## config.mk

```make
export PLATFORM = sky130hd
export DESIGN_NAME = irlg_latch
export DESIGN_NICKNAME = d
export VERILOG_FILES = /design/src/irlg_pkg.sv /design/src/irlg_fault_if.sv /design/src/irlg_fault_gate.sv /design/src/irlg_latch.sv
export VERILOG_INCLUDE_DIRS = /design/src
export SDC_FILE = /design/constraint.sdc
export NUM_CORES = 1
export LEC_CHECK = 0
export ABC_AREA = 1
export BUFFER_PORTS_ARGS = -buffer_cell sky130_fd_sc_hd__clkbuf_2
export CAP_MARGIN = 20
export CORE_MARGIN = 2
export CORE_UTILIZATION = 47
export CTS_BUF_LIST = sky130_fd_sc_hd__clkbuf_4
export CTS_CLUSTER_DIAMETER = 200
export DETAILED_ROUTE_END_ITERATION = 6
export HOLD_SLACK_MARGIN = 0.02
export PLACE_DENSITY = 0.87
export SLEW_MARGIN = 10
export SYNTH_ARGS = -nofsm -noshare
export SYNTH_HDL_FRONTEND = slang
export SYNTH_HIERARCHICAL = 1
export SYNTH_SLANG_ARGS = --single-unit
```

## constraint.sdc

```tcl
create_clock -name sys_clk_in -period 2.91 [get_ports sys_clk_in]
set_clock_uncertainty 0.05 [all_clocks]
set_input_delay 0.1455 -clock sys_clk_in [delete_from_list [all_inputs] [get_ports sys_clk_in]]
set_output_delay 0.1455 -clock sys_clk_in [all_outputs]
set_load 0.005 [all_outputs]
```

## src/irlg_defines.svh

```systemverilog
`ifndef IRLG_DEFINES_SVH
`define IRLG_DEFINES_SVH
// ----------------------------------------------------------
// Register map
// ----------------------------------------------------------
`define IRLG_ADDR_W 12
`define IRLG_REQ_ADDR 12'hFC0
`define IRLG_WORD_LSB 2
`define IRLG_RESET_VAL 8'h00
`define IRLG_NUM_SRC 8
// ----------------------------------------------------------
// Bit positions of the pending latch
// ----------------------------------------------------------
`define IRLG_BIT_PWM 7
`define IRLG_BIT_FAULT 6
`define IRLG_BIT_ADC 5
`define IRLG_BIT_CMP 4
`define IRLG_BIT_TMR0 3
`define IRLG_BIT_URX 2
`define IRLG_BIT_UTX 1
`define IRLG_BIT_SPI 0
// ----------------------------------------------------------
// Bus answers and fault source slots
// ----------------------------------------------------------
`define IRLG_RESP_OKAY 2'h0
`define IRLG_RESP_SLVERR 2'h2
`define IRLG_FLT_A 0
`define IRLG_FLT_B 1
`define IRLG_FLT_CMP 2
`define IRLG_NUM_FLT 3
`endif

```

## src/irlg_pkg.sv

```systemverilog
`default_nettype none
// ----------------------------------------------------------
// Shared types
// ----------------------------------------------------------
package irlg_pkg;
  // Write channel state, Gray along idle-addr-resp
  typedef enum logic [1:0] {
    IRLG_WR_IDLE = 2'h0,
    IRLG_WR_ADDR = 2'h1,
    IRLG_WR_RESP = 2'h3,
    IRLG_WR_DATA = 2'h2
  } irlg_wr_state_e;
  // Read channel state
  typedef enum logic {
    IRLG_RD_IDLE = 1'h0,
    IRLG_RD_RESP = 1'h1
  } irlg_rd_state_e;
  // One pending bit per source
  typedef logic [7:0] irlg_pend_t;
endpackage
`default_nettype wire

```

## src/irlg_fault_if.sv

```systemverilog
`timescale 1ns/100ps
`default_nettype none
`include "irlg_defines.svh"
// ----------------------------------------------------------
// Fault sources and their enables, plus the merged request
// ----------------------------------------------------------
interface irlg_fault_if;
  logic [`IRLG_NUM_FLT-1:0] fault_src; // Pin a, pin b, comparator
  logic [`IRLG_NUM_FLT-1:0] fault_en; // Enables from PWM side
  logic fault_req; // One-cycle merged request
  // Fault gating end
  modport gate (
    input fault_src,
    input fault_en,
    output fault_req
  );
  // Latch end
  modport latch (
    output fault_src,
    output fault_en,
    input fault_req
  );
endinterface
`default_nettype wire

```

## src/irlg_fault_gate.sv

```systemverilog
`timescale 1ns/100ps
`default_nettype none
`include "irlg_defines.svh"
// ----------------------------------------------------------
// Fault request merge: edge of each enabled source
// ----------------------------------------------------------
module irlg_fault_gate
  import irlg_pkg::*;
(
  input wire logic sys_clk_in,
  input wire logic rst_in,
  input wire logic clk_en_in,
  irlg_fault_if.gate flt
);
  // Previous source levels for edge detection
  logic [`IRLG_NUM_FLT-1:0] prev_q;
  // New assertions of each source
  logic [`IRLG_NUM_FLT-1:0] rise;

  // Remember source levels
  always_ff @(posedge sys_clk_in) begin
    if (rst_in) begin
      prev_q <= '0;
    end else if (clk_en_in) begin
      prev_q <= flt.fault_src;
    end
  end

  // Each source gated by its own enable
  assign rise = flt.fault_src & ~prev_q & flt.fault_en;
  // Forced low while the clock enable is low
  assign flt.fault_req = clk_en_in & (|rise);
endmodule
`default_nettype wire

```

## src/irlg_latch.sv

```systemverilog
`timescale 1ns/100ps
`default_nettype none
`include "irlg_defines.svh"
// Function
// - Source request sets its pending bit
// - Global enable forwards pending bits set in src_enable_in as vectored request
// - Disabled: no vector, software polls latch
// - Eight-bit latch at FC0, reset zero
// - Bit 7 holds PWM timer request
// - Bit 6 holds merged fault request
// - Each fault source has own enable
// - Bit 5 holds converter request
// - Bit 4 holds comparator request
// - Bit 3 holds timer zero request
// - Bit 2 holds UART receiver request
// - Bit 1 holds UART transmitter request
// - Bit 0 holds SPI request
// - Vector acknowledge clears that bit
// - Software write of zero clears bit
// - Software write of one raises bit
// - One global enable selects vector or poll
module irlg_latch
  import irlg_pkg::*;
#(
  parameter int ADDR_W = `IRLG_ADDR_W
) (
  input wire logic sys_clk_in,
  input wire logic rst_in,
  input wire logic clk_en_in,
  // Source requests
  input wire logic pwm_timer_req_in,
  input wire logic converter_req_in,
  input wire logic comparator_req_in,
  input wire logic timer_zero_req_in,
  input wire logic uart_rx_req_in,
  input wire logic uart_tx_req_in,
  input wire logic spi_req_in,
  // Fault sources and their PWM-side enables
  input wire logic fault_pin_a_in,
  input wire logic fault_pin_b_in,
  input wire logic fault_cmp_in,
  input wire logic [2:0] fault_src_en_in,
  // Core side
  input wire logic global_interrupt_enable_in,
  input wire logic [7:0] src_enable_in,
  input wire logic vec_ack_in,
  input wire logic [2:0] vec_ack_index_in,
  output logic vectored_req_out,
  output logic [7:0] pending_request_group_a_out,
  // AXI4-Lite slave
  input wire logic [ADDR_W-1:0] s_axi_awaddr,
  input wire logic s_axi_awvalid,
  output logic s_axi_awready,
  input wire logic [31:0] s_axi_wdata,
  input wire logic [3:0] s_axi_wstrb,
  input wire logic s_axi_wvalid,
  output logic s_axi_wready,
  output logic [1:0] s_axi_bresp,
  output logic s_axi_bvalid,
  input wire logic s_axi_bready,
  input wire logic [ADDR_W-1:0] s_axi_araddr,
  input wire logic s_axi_arvalid,
  output logic s_axi_arready,
  output logic [31:0] s_axi_rdata,
  output logic [1:0] s_axi_rresp,
  output logic s_axi_rvalid,
  input wire logic s_axi_rready
);
  // ----------------------------------------------------------
  // Declarations
  // ----------------------------------------------------------
  irlg_pend_t pending_q; // The request latch
  irlg_pend_t pending_d; // Its next value
  irlg_pend_t hw_set; // Hardware requests this cycle
  irlg_pend_t ack_mask; // Bit cleared by acknowledge
  irlg_pend_t base; // Value before hardware sets
  irlg_wr_state_e wr_q; // Write channel state
  irlg_wr_state_e wr_d; // Its next value
  irlg_rd_state_e rd_q; // Read channel state
  logic [ADDR_W-1:0] awaddr_q; // Held write address
  logic [7:0] wdata_q; // Held write data, low byte
  logic wstrb_q; // Held low-lane strobe
  logic [1:0] bresp_q; // Write answer
  logic [31:0] rdata_q; // Read data
  logic [1:0] rresp_q; // Read answer
  logic aw_hs; // Write address taken
  logic w_hs; // Write data taken
  logic ar_hs; // Read address taken
  logic wr_do; // Write is carried out now
  logic [ADDR_W-1:0] eff_addr; // Address of that write
  logic [7:0] eff_data; // Data of that write
  logic eff_strb; // Low-lane strobe of that write
  logic wr_hit; // Write lands on the latch
  logic sw_wr; // Latch written by software
  irlg_fault_if flt(); // Link to the fault gate
  localparam logic [ADDR_W-1:0] REQ_ADDR = ADDR_W'(`IRLG_REQ_ADDR); // Latch
  // ----------------------------------------------------------
  // Fault request merge
  // ----------------------------------------------------------
  // Sources and enables enter from the PWM side
  assign flt.fault_src[`IRLG_FLT_A] = fault_pin_a_in;
  assign flt.fault_src[`IRLG_FLT_B] = fault_pin_b_in;
  assign flt.fault_src[`IRLG_FLT_CMP] = fault_cmp_in;
  assign flt.fault_en = fault_src_en_in;

  // Edge of an enabled fault source
  irlg_fault_gate u_fault (
    .sys_clk_in(sys_clk_in),
    .rst_in(rst_in),
    .clk_en_in(clk_en_in),
    .flt(flt.gate)
  );
  // ----------------------------------------------------------
  // Hardware requests onto latch bits
  // ----------------------------------------------------------
  always_comb begin
    hw_set = '0;
    hw_set[`IRLG_BIT_PWM] = pwm_timer_req_in;
    hw_set[`IRLG_BIT_FAULT] = flt.fault_req;
    hw_set[`IRLG_BIT_ADC] = converter_req_in;
    hw_set[`IRLG_BIT_CMP] = comparator_req_in;
    hw_set[`IRLG_BIT_TMR0] = timer_zero_req_in;
    hw_set[`IRLG_BIT_URX] = uart_rx_req_in;
    hw_set[`IRLG_BIT_UTX] = uart_tx_req_in;
    hw_set[`IRLG_BIT_SPI] = spi_req_in;
  end
  // ----------------------------------------------------------
  // Write channel
  // ----------------------------------------------------------
  // Readies drop while frozen so nothing is taken
  assign s_axi_awready = clk_en_in
    & ((wr_q == IRLG_WR_IDLE) | (wr_q == IRLG_WR_DATA));
  assign s_axi_wready = clk_en_in
    & ((wr_q == IRLG_WR_IDLE) | (wr_q == IRLG_WR_ADDR));
  assign aw_hs = s_axi_awvalid & s_axi_awready;
  assign w_hs = s_axi_wvalid & s_axi_wready;

  // Use the live channel if taken now, else the held one
  assign eff_addr = aw_hs ? s_axi_awaddr : awaddr_q;
  assign eff_data = w_hs ? s_axi_wdata[7:0] : wdata_q;
  assign eff_strb = w_hs ? s_axi_wstrb[0] : wstrb_q;
  assign wr_hit = (eff_addr[ADDR_W-1:`IRLG_WORD_LSB]
    == REQ_ADDR[ADDR_W-1:`IRLG_WORD_LSB]);
  // Next write state
  always_comb begin
    wr_d = wr_q;
    unique case (wr_q)
      IRLG_WR_IDLE: begin
        if (aw_hs && w_hs) begin
          wr_d = IRLG_WR_RESP;
        end else if (aw_hs) begin
          wr_d = IRLG_WR_ADDR;
        end else if (w_hs) begin
          wr_d = IRLG_WR_DATA;
        end
      end
      IRLG_WR_ADDR: begin
        if (w_hs) begin
          wr_d = IRLG_WR_RESP;
        end
      end
      IRLG_WR_DATA: begin
        if (aw_hs) begin
          wr_d = IRLG_WR_RESP;
        end
      end
      IRLG_WR_RESP: begin
        if (s_axi_bready && clk_en_in) begin
          wr_d = IRLG_WR_IDLE;
        end
      end
    endcase
  end

  // Write happens when both halves are in hand
  assign wr_do = (wr_d == IRLG_WR_RESP) & (wr_q != IRLG_WR_RESP);
  assign sw_wr = wr_do & wr_hit & eff_strb;
  // Write state register
  always_ff @(posedge sys_clk_in) begin
    if (rst_in) begin
      wr_q <= IRLG_WR_IDLE;
    end else if (clk_en_in) begin
      wr_q <= wr_d;
    end
  end

  // Hold address and data taken ahead of the other half
  always_ff @(posedge sys_clk_in) begin
    if (rst_in) begin
      awaddr_q <= '0;
      wdata_q <= '0;
      wstrb_q <= 1'b0;
    end else if (clk_en_in) begin
      if (aw_hs) begin
        awaddr_q <= s_axi_awaddr;
      end
      if (w_hs) begin
        wdata_q <= s_axi_wdata[7:0];
        wstrb_q <= s_axi_wstrb[0];
      end
    end
  end

  // Write answer: error for any other address
  always_ff @(posedge sys_clk_in) begin
    if (rst_in) begin
      bresp_q <= `IRLG_RESP_OKAY;
    end else if (clk_en_in && wr_do) begin
      bresp_q <= wr_hit ? `IRLG_RESP_OKAY : `IRLG_RESP_SLVERR;
    end
  end
  assign s_axi_bvalid = (wr_q == IRLG_WR_RESP);
  assign s_axi_bresp = bresp_q;
  // ----------------------------------------------------------
  // Read channel
  // ----------------------------------------------------------
  assign s_axi_arready = clk_en_in & (rd_q == IRLG_RD_IDLE);
  assign ar_hs = s_axi_arvalid & s_axi_arready;

  // Read state and data; latch returns its live bits
  always_ff @(posedge sys_clk_in) begin
    if (rst_in) begin
      rd_q <= IRLG_RD_IDLE;
      rdata_q <= '0;
      rresp_q <= `IRLG_RESP_OKAY;
    end else if (clk_en_in) begin
      unique case (rd_q)
        IRLG_RD_IDLE: begin
          if (ar_hs) begin
            rd_q <= IRLG_RD_RESP;
            if (s_axi_araddr[ADDR_W-1:`IRLG_WORD_LSB]
                == REQ_ADDR[ADDR_W-1:`IRLG_WORD_LSB]) begin
              rdata_q <= {24'h000000, pending_q};
              rresp_q <= `IRLG_RESP_OKAY;
            end else begin
              rdata_q <= '0;
              rresp_q <= `IRLG_RESP_SLVERR;
            end
          end
        end
        IRLG_RD_RESP: begin
          if (s_axi_rready) begin
            rd_q <= IRLG_RD_IDLE;
          end
        end
      endcase
    end
  end
  assign s_axi_rvalid = (rd_q == IRLG_RD_RESP);
  assign s_axi_rdata = rdata_q;
  assign s_axi_rresp = rresp_q;
  // ----------------------------------------------------------
  // Request latch
  // ----------------------------------------------------------
  // Bit of the source the core is vectoring to
  always_comb begin
    ack_mask = '0;
    if (vec_ack_in) begin
      ack_mask[vec_ack_index_in] = 1'b1;
    end
  end

  // Software value replaces, acknowledge clears, set wins
  always_comb begin
    base = sw_wr ? eff_data : pending_q;
    base = base & ~ack_mask;
    pending_d = base | hw_set;
  end

  // Latch register, cleared at reset
  always_ff @(posedge sys_clk_in) begin
    if (rst_in) begin
      pending_q <= `IRLG_RESET_VAL;
    end else if (clk_en_in) begin
      pending_q <= pending_d;
    end
  end
  assign pending_request_group_a_out = pending_q;
  // ----------------------------------------------------------
  // Vectored request to the core
  // ----------------------------------------------------------
  // Only with the global enable and an enabled pending bit
  assign vectored_req_out = global_interrupt_enable_in
    & (|(pending_q & src_enable_in));
endmodule
`default_nettype wire

```

==> impl_metrics.toml, run 1 <==
[outcome]
status = "completed"

[critical_path]
crit_fanout = 15
crit_arrival_ns = 2.22
cp-start-kind = "register"
crit_required_ns = 3.15
worstRegToRegCells = 11
reg2reg_to = "pending_request_group_a_out[2]"
rr_startpoint = "wr_q[0]"
r2r_setup_slack_ns = 0.93
crit_type = "reg -> reg"
critPathCaptureType = "register"

[drt]
dr.max_layer_used = "met4"
met2_length_um = 2810
totalWireLength_um = 5430
route.detailed.drc = 0
antenna_left = 0
wl_per_cell_um = 11.3
wl_met1_um = 2240
routed_via_density = 4.76
first_pass_iters = 4
vias = 2287
wl_met3_um = 296
drt-initial-drc-count = 65

[clock_tree]
clock_latency_ns = 0.35
cts_setup_buffers = 0
ctsLongestPathBuffers = 2
cts-buffers-inserted = 5
cts-htree-levels = 2
cts_tree = "done"
clock_sinks = 43
clk_pin_slew_ns = 0.13
clockRootBuffer = "clkbuf_4"

[layout]
final_cell_mix = "clkbuf_2, nand2_1, dfxtp_1"
design_area_mm2 = 0.00284
seq_area_um2 = 861
multiInputGateArea_mm2 = 0.00112
drive_above_1_share_pct = 26.3
final_common_cell = "clkbuf_2"
nNetsFinal = 519
n_antenna_cell = 0
n_fill_cell = 453
syn_to_final_growth_pct = 24.3

[sta]
hold_viol = 0
post-route-min-period_ns = 1.98
finalSetupViolCount = 0
maxSlewHeadroom_pct = 52.0
finalCritPeriodShare_pct = 68.1
rsz0062_at_grt = "false"
tightest_slew_ns = 0.720
fin_tns_setup_ns = 0
maxSlewViolCount = 0
fmax_mhz = 504

[pwr]
p_leak_nw = 1.49
p_per_area_mw_per_mm2 = 412
peakVddDrop_mv = 0.200

[die]
die_h_um = 73.7
ioPinCount = 144
start_util_pct = 48.7
die-area_mm2 = 0.00543
core_mm2 = 0.00469
die_w_um = 73.7
rows = 25

[placement]
gp_congestion = 0.901
hpwl_um = 4140
place_area_mm2 = 0.00263
io_buffer_count = 86

[global_routing]
antenna_found_initial = 0
grt_usage_pct = 20.0
grt_max_degree = 36
overflow = 0
grt_pass1_wl_um = 8480
grt_pass1_vias = 2008

[synth]
synth.yosys.seq_area_share_pct = 37.7
syn_area_mm2 = 0.00228
synth-seq-cells = 43
netlist.area_leader.share_pct = 37.7
synth_cells = 327
yosys_warnings = 6
synth_area_leaders = "dfxtp_1, nand2_1, buf_4, inv_1, nor2_1"
yosysTopAreaCell = "dfxtp_1"
syn-mean-instance-area_um2 = 6.98
synth.distinct_cells = 28

[min_path]
hold_path.class = "in -> reg"
holdPathEnd = "awaddr_q[5]"
hold-path-cell-count = 3
hp-start = "s_axi_awaddr[5]"

[job]
max_cap_viol_count = 0
==> stage by stage <==
stage | hold slack [ns] | instances | worst slack [ns] | util [%] | power, mW
floorplan | 0.168 | 352 | 1.31 | - | 0.807
global placement | 0.359 | 457 | 0.813 | 56.1 | 0.859
detailed placement | 0.368 | 457 | 0.734 | 56.1 | 0.867
CTS | 0.0223 | 480 | 0.923 | 60.5 | 1.18
global route | 0.0357 | 480 | 0.581 | 60.5 | 1.24
finish | 0.0444 | 480 | 0.927 | 60.5 | 1.17
==> Yosys cell counts <==
library cell and number:
nand2_1 77, inv_2 3, conb_1 1, buf_2 1, nand2_2 3, nor4_4 1, a21oi_1 24, clkbuf_1 6
nor2_4 3, a211oi_2 1, inv_1 38, a221oi_1 2, dfxtp_1 43, buf_4 26, a211oi_1 3, a31oi_1 1
a21boi_0 1, o21ai_1 2, nand3_2 1, o21ai_2 2, nor2_8 1, nand3_4 1, nand3_1 19, nor2_1 33
buf_6 2, nor2_2 2, nand4_1 11, o21ai_0 19
==> critical path: stages, from the launching register on <==
cell and delay [ns]:
dfxtp_1 0.38, inv_2 0.11, nand3_2 0.25, nand2_1 0.17, nand2_1 0.07, nor2_1 0.10, nand2_1 0.10, nor2_4 0.23
nand3_4 0.16, nand2_1 0.09, nand3_1 0.09, a21oi_1 0.13
==> how the worst max path moves through the flow <==
stage                         start  depth (start not counted)                        endpoint
final                       wr_q[0]                         11  pending_request_group_a_out[2]
after global routing        wr_q[0]                         11  pending_request_group_a_out[6]
after CTS                   wr_q[0]                         11  pending_request_group_a_out[6]
after detailed placement  clk_en_in                         11  pending_request_group_a_out[2]
after global placement    clk_en_in                         11  pending_request_group_a_out[1]
after floorplan             wr_q[0]                         11  pending_request_group_a_out[0]
==> report_power, final <==
group          total (mW)  switching, mW  internal (mW)
clock network       0.297          0.184          0.113
logic               0.228          0.129         0.0989
registers           0.643         0.0218          0.621
==> kinds of logic (layout without fill, tap and decap cells) <==
group	Yosys count	count (layout)	synth area share, %
other cells	1	26	0.164
buf+inv	76	150	17.5
compound gates	55	55	13.5
flops	43	43	37.7
simple gates	152	152	31.1
==> area by class of cell <==
| class | instances | share of cell area, % |
|---|---|---|
| tap | 54 | 2.38 |
| sequential | 43 | 30.3 |
| clock inverter | 1 | 0.176 |
| timing repair buffer | 101 | 20.5 |
| inverter | 41 | 5.42 |
| clock buffer | 7 | 1.85 |
| multi-input combinational | 233 | 39.4 |
==> layer usage <==
| metal | global-route usage, % | vias up |
|---|---|---|
| li1 | - | 1194 |
| met1 | 24.1 | 1008 |
| met2 | 34.7 | 76 |
| met3 | 3.43 | 9 |
| met4 | 8.48 | 0 |
| met5 | 0 | - |
==> repair_timing <==
action                                 in CTS  in global routing
resized for setup                           0                  0
endpoints found under the hold margin      15                  0
hold buffers                               15                  0
==> flip-flops by register name, indices dropped and copies added, names as in the netlist <==
signal	cells
wstrb_q	1
wr_q	2
awaddr_q	10
wdata_q	8
s_axi_rdata	8
u_fault/prev_q	3
s_axi_bresp	1
s_axi_rresp	1
pending_request_group_a_out	8
s_axi_rvalid	1
Power figures use the tool's default switching activity.
==> run 2: changes to the inputs <==
ABC_AREA = 0   (was 1)
CORE_UTILIZATION = 44   (was 47)
PLACE_DENSITY = 0.83   (was 0.87)
clock period = 2 ns   (was 2.91 ns; I/O delays follow)
==> run 2 against run 1 <==
Compared with the run above:
- design area up 8.7%
- register-to-register slack got worse by 0.83 ns
- non-clock buffer count increased by 22
- critical endpoint is now pending_request_group_a_out[3]
- critical path type unchanged
- die area grew 5.1%
- critical path depth is 6 lower
- worst setup slack got worse by 0.83 ns
==> impl_metrics.toml, run 2 <==
[outcome]
status = "completed"

[global_routing]
grt_pass1_wl_um = 8840
antenna_found_initial = 0
grt_pass1_vias = 1997
grt_usage_pct = 20.5
grt_max_degree = 31
overflow = 0

[synth]
synth-seq-cells = 43
yosysMostFrequentCell = "dfxtp_1"
synth_area_leaders = "dfxtp_1, mux2i_1, buf_4, nor2_1, nand2_1"
synth_cells = 260
synth.yosys.seq_area_share_pct = 38.2
yosys_warnings = 6
synth_common_cells = "dfxtp_1, nor2_1, nand2_1"
syn-mean-instance-area_um2 = 8.67
async_flop_share_pct = 0
syn_area_mm2 = 0.00225
synth.distinct_cells = 37
dominantRegCellSynth = "dfxtp_1"
yosysTopAreaCell = "dfxtp_1"
netlist.area_leader.share_pct = 38.2
synth-edff-count = 0

[die]
die_w_um = 75.6
die-area_mm2 = 0.00571
ioPinCount = 144
rows = 26
core_mm2 = 0.00501
die_h_um = 75.6
start_util_pct = 45.0

[pwr]
peakVddDrop_mv = 0.302
p_leak_nw = 1.40
power.share.sequential_pct = 47.7
p_int_mw = 1.47
p_per_area_mw_per_mm2 = 631
clkPwrFrac_pct = 35.0
switching_share_pct = 24.2
combinationalPowerShare_pct = 17.3
p_sw_mw = 0.470

[clock_tree]
clock_sinks = 43
clockRootBuffer = "clkbuf_4"
cts-buffers-inserted = 5
cts-htree-levels = 2
ctsLongestPathBuffers = 2
clk_pin_slew_ns = 0.12
clock_latency_ns = 0.34
post_cts_resized = 0
cts_tree = "done"

[drt]
first_pass_iters = 4
route.detailed.drc = 0
vias = 2256
routed_via_density = 5.02
wl_per_cell_um = 12.9
totalWireLength_um = 5780
antenna_left = 0
drt-initial-drc-count = 88

[sta]
fin_tns_setup_ns = 0
finalSetupViolCount = 0
fmax_mhz = 526
rsz0062_at_grt = "false"
tightest_slew_ns = 0.628
post-route-min-period_ns = 1.90
finalCritPeriodShare_pct = 95.0
hold_viol = 0
maxSlewViolCount = 0
maxSlewHeadroom_pct = 58.1

[job]
max_cap_viol_count = 0

[critical_path]
crit_required_ns = 2.23
crit_arrival_ns = 2.13
crit_type = "reg -> reg"
critPathCaptureType = "register"
crit_fanout = 7
cp-start-kind = "register"

[placement]
hpwl_um = 4310
place_area_mm2 = 0.00269
gp_congestion = 0.780
io_buffer_count = 86

[min_path]
hold_path.class = "in -> reg"

[layout]
design_area_mm2 = 0.00308
n_antenna_cell = 0
syn_to_final_growth_pct = 36.9
final_common_cell = "clkbuf_2"
n_fill_cell = 475
nNetsFinal = 472
largest_register_ffs = 10
drive_above_1_share_pct = 30.6
final_cell_mix = "clkbuf_2, dfxtp_1, nor2_1"
top_register = "awaddr_q"
-- run 2: cell types whose count changed in the layout (fill, tap and decap cells not counted), sizes merged, moves of 8 or more --
cell         delta
nand4           -8
nor2b          +16
inv            -40
o21ai          -15
a21oi           -9
a22oi          +12
buf             +9
mux2i          +20
nand3          -18
nand2          -53
nor2            -8
dlygate4sd3    +13
-- run 2: per-stage QoR --
step                      cells  utilization (%)  hold WS, ns  power (mW)  setup slack (ns)
after floorplan             285                -        0.122        1.14             0.121
after detailed placement    412             53.7        0.294        1.23            0.0890
final                       449             61.6       0.0245        1.95             0.101
after CTS                   448             61.4       0.0201        1.95            0.0511
after global routing        449             61.6       0.0235        2.05            0.0111
after global placement      412             53.7        0.292        1.22             0.116
-- run 2: repair_timing --
item,in CTS,in global routing
buffers inserted,0,1
hold buffers,28,0
setup endpoints to repair,0,4
endpoints found under the hold margin,29,0
-- run 2: kinds of logic (layout without fill, tap and decap cells) --
kind of cell    count (synthesis)  in the layout  synth area share [%]
simple gates                  103            103                  23.8
compound gates                 55             55                  17.8
flops                          43             43                  38.2
buf+inv                        38            132                  11.1
mux                            20             20                  8.88
other cells                     1             26                 0.166
-- run 2: cell type report --
cell class | instances | area (µm²) | area share, %
multi-input cells | 204 | 1240 | 40.1
well taps | 70 | 87.6 | 2.84
repair buffers | 123 | 791 | 25.6
clock inverters | 2 | 60.1 | 1.95
inverters | 1 | 3.75 | 0.122
clock buffers | 6 | 45.0 | 1.46
flip-flops and latches | 43 | 861 | 27.9
-- run 2: power groups by stage --
stage	combinational [mW]	clock [mW]	sequential [mW]
after global routing	0.380	0.735	0.934
after global placement	0.279	0	0.944
after floorplan	0.200	0	0.937
final	0.337	0.680	0.928
after detailed placement	0.288	0	0.946
after CTS	0.332	0.689	0.927
-- run 2: critical path, stage by stage, from the launching register on --
cell and delay (ns):
dfxtp_1 0.36, nand3b_1 0.22, or4_4 0.58, a211oi_4 0.26, buf_12 0.16, mux2i_1 0.19
-- run 2: per-layer routing --
| metal | wire, µm | part of all wire (%) | track usage, % | vias to the layer above |
|---|---|---|---|---|
| met5 | 0 | 0 | 0 | - |
| met4 | 125 | 2.2 | 7.02 | 0 |
| met3 | 327 | 5.7 | 3.70 | 9 |
| met2 | 2890 | 50 | 37.7 | 96 |
| met1 | 2430 | 42 | 23.8 | 1041 |
| li1 | - | - | - | 1110 |
-- run 2: path summary, 6_finish.rpt --
kind                        from  slack (ns)  depth (start not counted)                             end
hold / removal    uart_rx_req_in        0.02                          3  pending_request_group_a_out[2]
setup reg to reg         wr_q[0]        0.10                          5  pending_request_group_a_out[3]
hold reg to reg      awaddr_q[7]        0.41                          2                     awaddr_q[7]
setup / recovery         wr_q[0]        0.10                          5  pending_request_group_a_out[3]
==> run 3: changes to the inputs <==
BUFFER_PORTS_ARGS = unset   (was -buffer_cell sky130_fd_sc_hd__clkbuf_2)
CORE_ASPECT_RATIO = 1.5   (was unset)
CORE_UTILIZATION = 55   (was 44)
DONT_BUFFER_PORTS = 1   (was unset)
PLACE_DENSITY = 0.7   (was 0.83)
clock period = 1.9 ns   (was 2 ns; I/O delays follow)
==> run 3 against run 2 <==
Compared with the run above:
- design area decreased by 11%
- routed wire length decreased by 4.4%
- largest power group unchanged
- combinational power decreased by 17%
- critical path depth increased by 1
- core utilization increased by 8.0 points
- maximum frequency increased by 6.0%
- clock power decreased by 18%
- sequential share of layout area increased by 3.6 points
==> impl_metrics.toml, run 3 (same netlist as run 2, synthesis figures left out) <==
[outcome]
status = "completed"

[drt]
first_pass_iters = 4
vias = 1977
drt-initial-drc-count = 95
routed_via_density = 5.66
route.detailed.drc = 0
totalWireLength_um = 5520
wl_per_cell_um = 15.8
antenna_left = 0

[sta]
tightest_slew_ns = 0.646
fmax_mhz = 558
finalSetupViolCount = 0
hold_viol = 0
maxSlewViolCount = 0
maxSlewHeadroom_pct = 56.8
post-route-min-period_ns = 1.79
fin_tns_setup_ns = 0
rsz0062_at_grt = "false"
finalCritPeriodShare_pct = 94.3

[global_routing]
antenna_found_initial = 0
grt_max_degree = 44
overflow = 0
grt_pass1_vias = 1856
grt_usage_pct = 23.5
grt_pass1_wl_um = 8420

[critical_path]
worstRegToRegCells = 6
cpPeakStageDelay_ns = 0.47
path_buf_inv = 2
crit_type = "reg -> reg"
cp-start-kind = "register"
critPathTopFamily = "simple AND/OR/NAND/NOR gates"
path_depth = 6
critPathCaptureType = "register"
crit_end = "pending_request_group_a_out[5]"
crit_fanout = 7
critPathSlowestCell = "or3_1"
rr_startpoint = "wr_q[0]"
crit_required_ns = 2.12
critPathLaunch = "wr_q[0]"
crit_arrival_ns = 2.01
cp_cell_sequence = "buf_4 -> and2_1 -> or3_1 -> a211oi_4 -> buf_12 -> mux2i_1"
reg2reg_to = "pending_request_group_a_out[5]"
r2r_setup_slack_ns = 0.11

[die]
ioPinCount = 144
die_w_um = 56.3
rows = 28
core_mm2 = 0.00392
die_h_um = 82.4
die-area_mm2 = 0.00464
start_util_pct = 57.4

[job]
max_cap_viol_count = 0

[placement]
gp_congestion = 0.841
io_buffer_count = 0
hpwl_um = 3730

[min_path]
hp-start = "pwm_timer_req_in"
hold_path.class = "in -> reg"

[clock_tree]
clock_sinks = 43
cts-buffers-inserted = 5
ctsLongestPathBuffers = 2
cts-htree-levels = 2
clock_latency_ns = 0.33
clockRootBuffer = "clkbuf_4"
clk_pin_slew_ns = 0.12
cts_tree = "done"

[layout]
drive_above_1_share_pct = 10.5
final_cell_mix = "dfxtp_1, dlygate4sd3_1, nor2_1"
largest_register_ffs = 10
syn_to_final_growth_pct = 21.2
finish.utilization_pct = 69.6
top_register = "awaddr_q"
n_antenna_cell = 0
final_common_cell = "dfxtp_1"
nNetsFinal = 398

[pwr]
peakVddDrop_mv = 0.546
p_leak_nw = 1.08
p_per_area_mw_per_mm2 = 665
==> run 3: worst register-to-register path, stage by stage (launching register included) <==
cell	delay [ns]
dfxtp_1	0.33
buf_4	0.14
and2_1	0.16
or3_1	0.47
a211oi_4	0.23
buf_12	0.16
mux2i_1	0.18
==> run 3: final cells by class <==
class	instances	area, µm²
inverter	1	3.75
sequential	43	861
tap	45	56.3
clock buffer	6	45.0
fill	348	1190
multi-input combinational	204	1240
clock inverter	1	30.0
timing repair buffer	49	490
==> run 3: metrics by stage <==
step	cells	instance area, µm²	hold slack, ns	setup slack (ns)	total power [mW]
2_1_floorplan	285	2350	0.117	0.0208	1.20
6_report	349	2730	0.0472	0.108	1.82
5_1_grt	349	2730	0.0783	0.00592	1.89
3_5_place_dp	300	2220	0.122	0.0776	1.18
3_3_place_gp	300	2220	0.120	0.101	1.18
4_1_cts	346	2700	0.0245	0.0309	1.82
==> run 3: where the power goes <==
group / switching (mW) / internal [mW] / total [mW]
logic: 0.133 / 0.148 / 0.281
clock network: 0.269 / 0.286 / 0.555
registers: 0.0367 / 0.943 / 0.979
==> run 3: how the worst min path moves through the flow <==
| stage | end | cells after the start | slack (ns) |
|---|---|---|---|
| 2_1_floorplan | u_fault/prev_q[0] | 1 | 0.12 |
| 3_3_place_gp | awaddr_q[5] | 1 | 0.12 |
| 3_5_place_dp | awaddr_q[6] | 1 | 0.12 |
| 4_1_cts | pending_request_group_a_out[7] | 3 | 0.02 |
| 5_1_grt | pending_request_group_a_out[7] | 3 | 0.08 |
| 6_report | pending_request_group_a_out[7] | 3 | 0.05 |
==> run 3: repair_timing <==
| item | CTS | global route |
|---|---|---|
| hold endpoints to repair | 43 | 4 |
| buffers inserted | 0 | 2 |
| resized for setup | 0 | 3 |
| hold buffers | 39 | 1 |
| endpoints found under the setup margin | 0 | 11 |
==> run 3: metal layers <==
metal | part of all wire, % | vias up | routed length [µm] | track usage (%)
met4 | 1.9 | 0 | 103 | 9.05
met2 | 54 | 93 | 2980 | 45.2
met5 | 0 | - | 0 | 0
li1 | - | 955 | - | -
met3 | 7.0 | 8 | 388 | 4.83
met1 | 37 | 921 | 2050 | 25.1
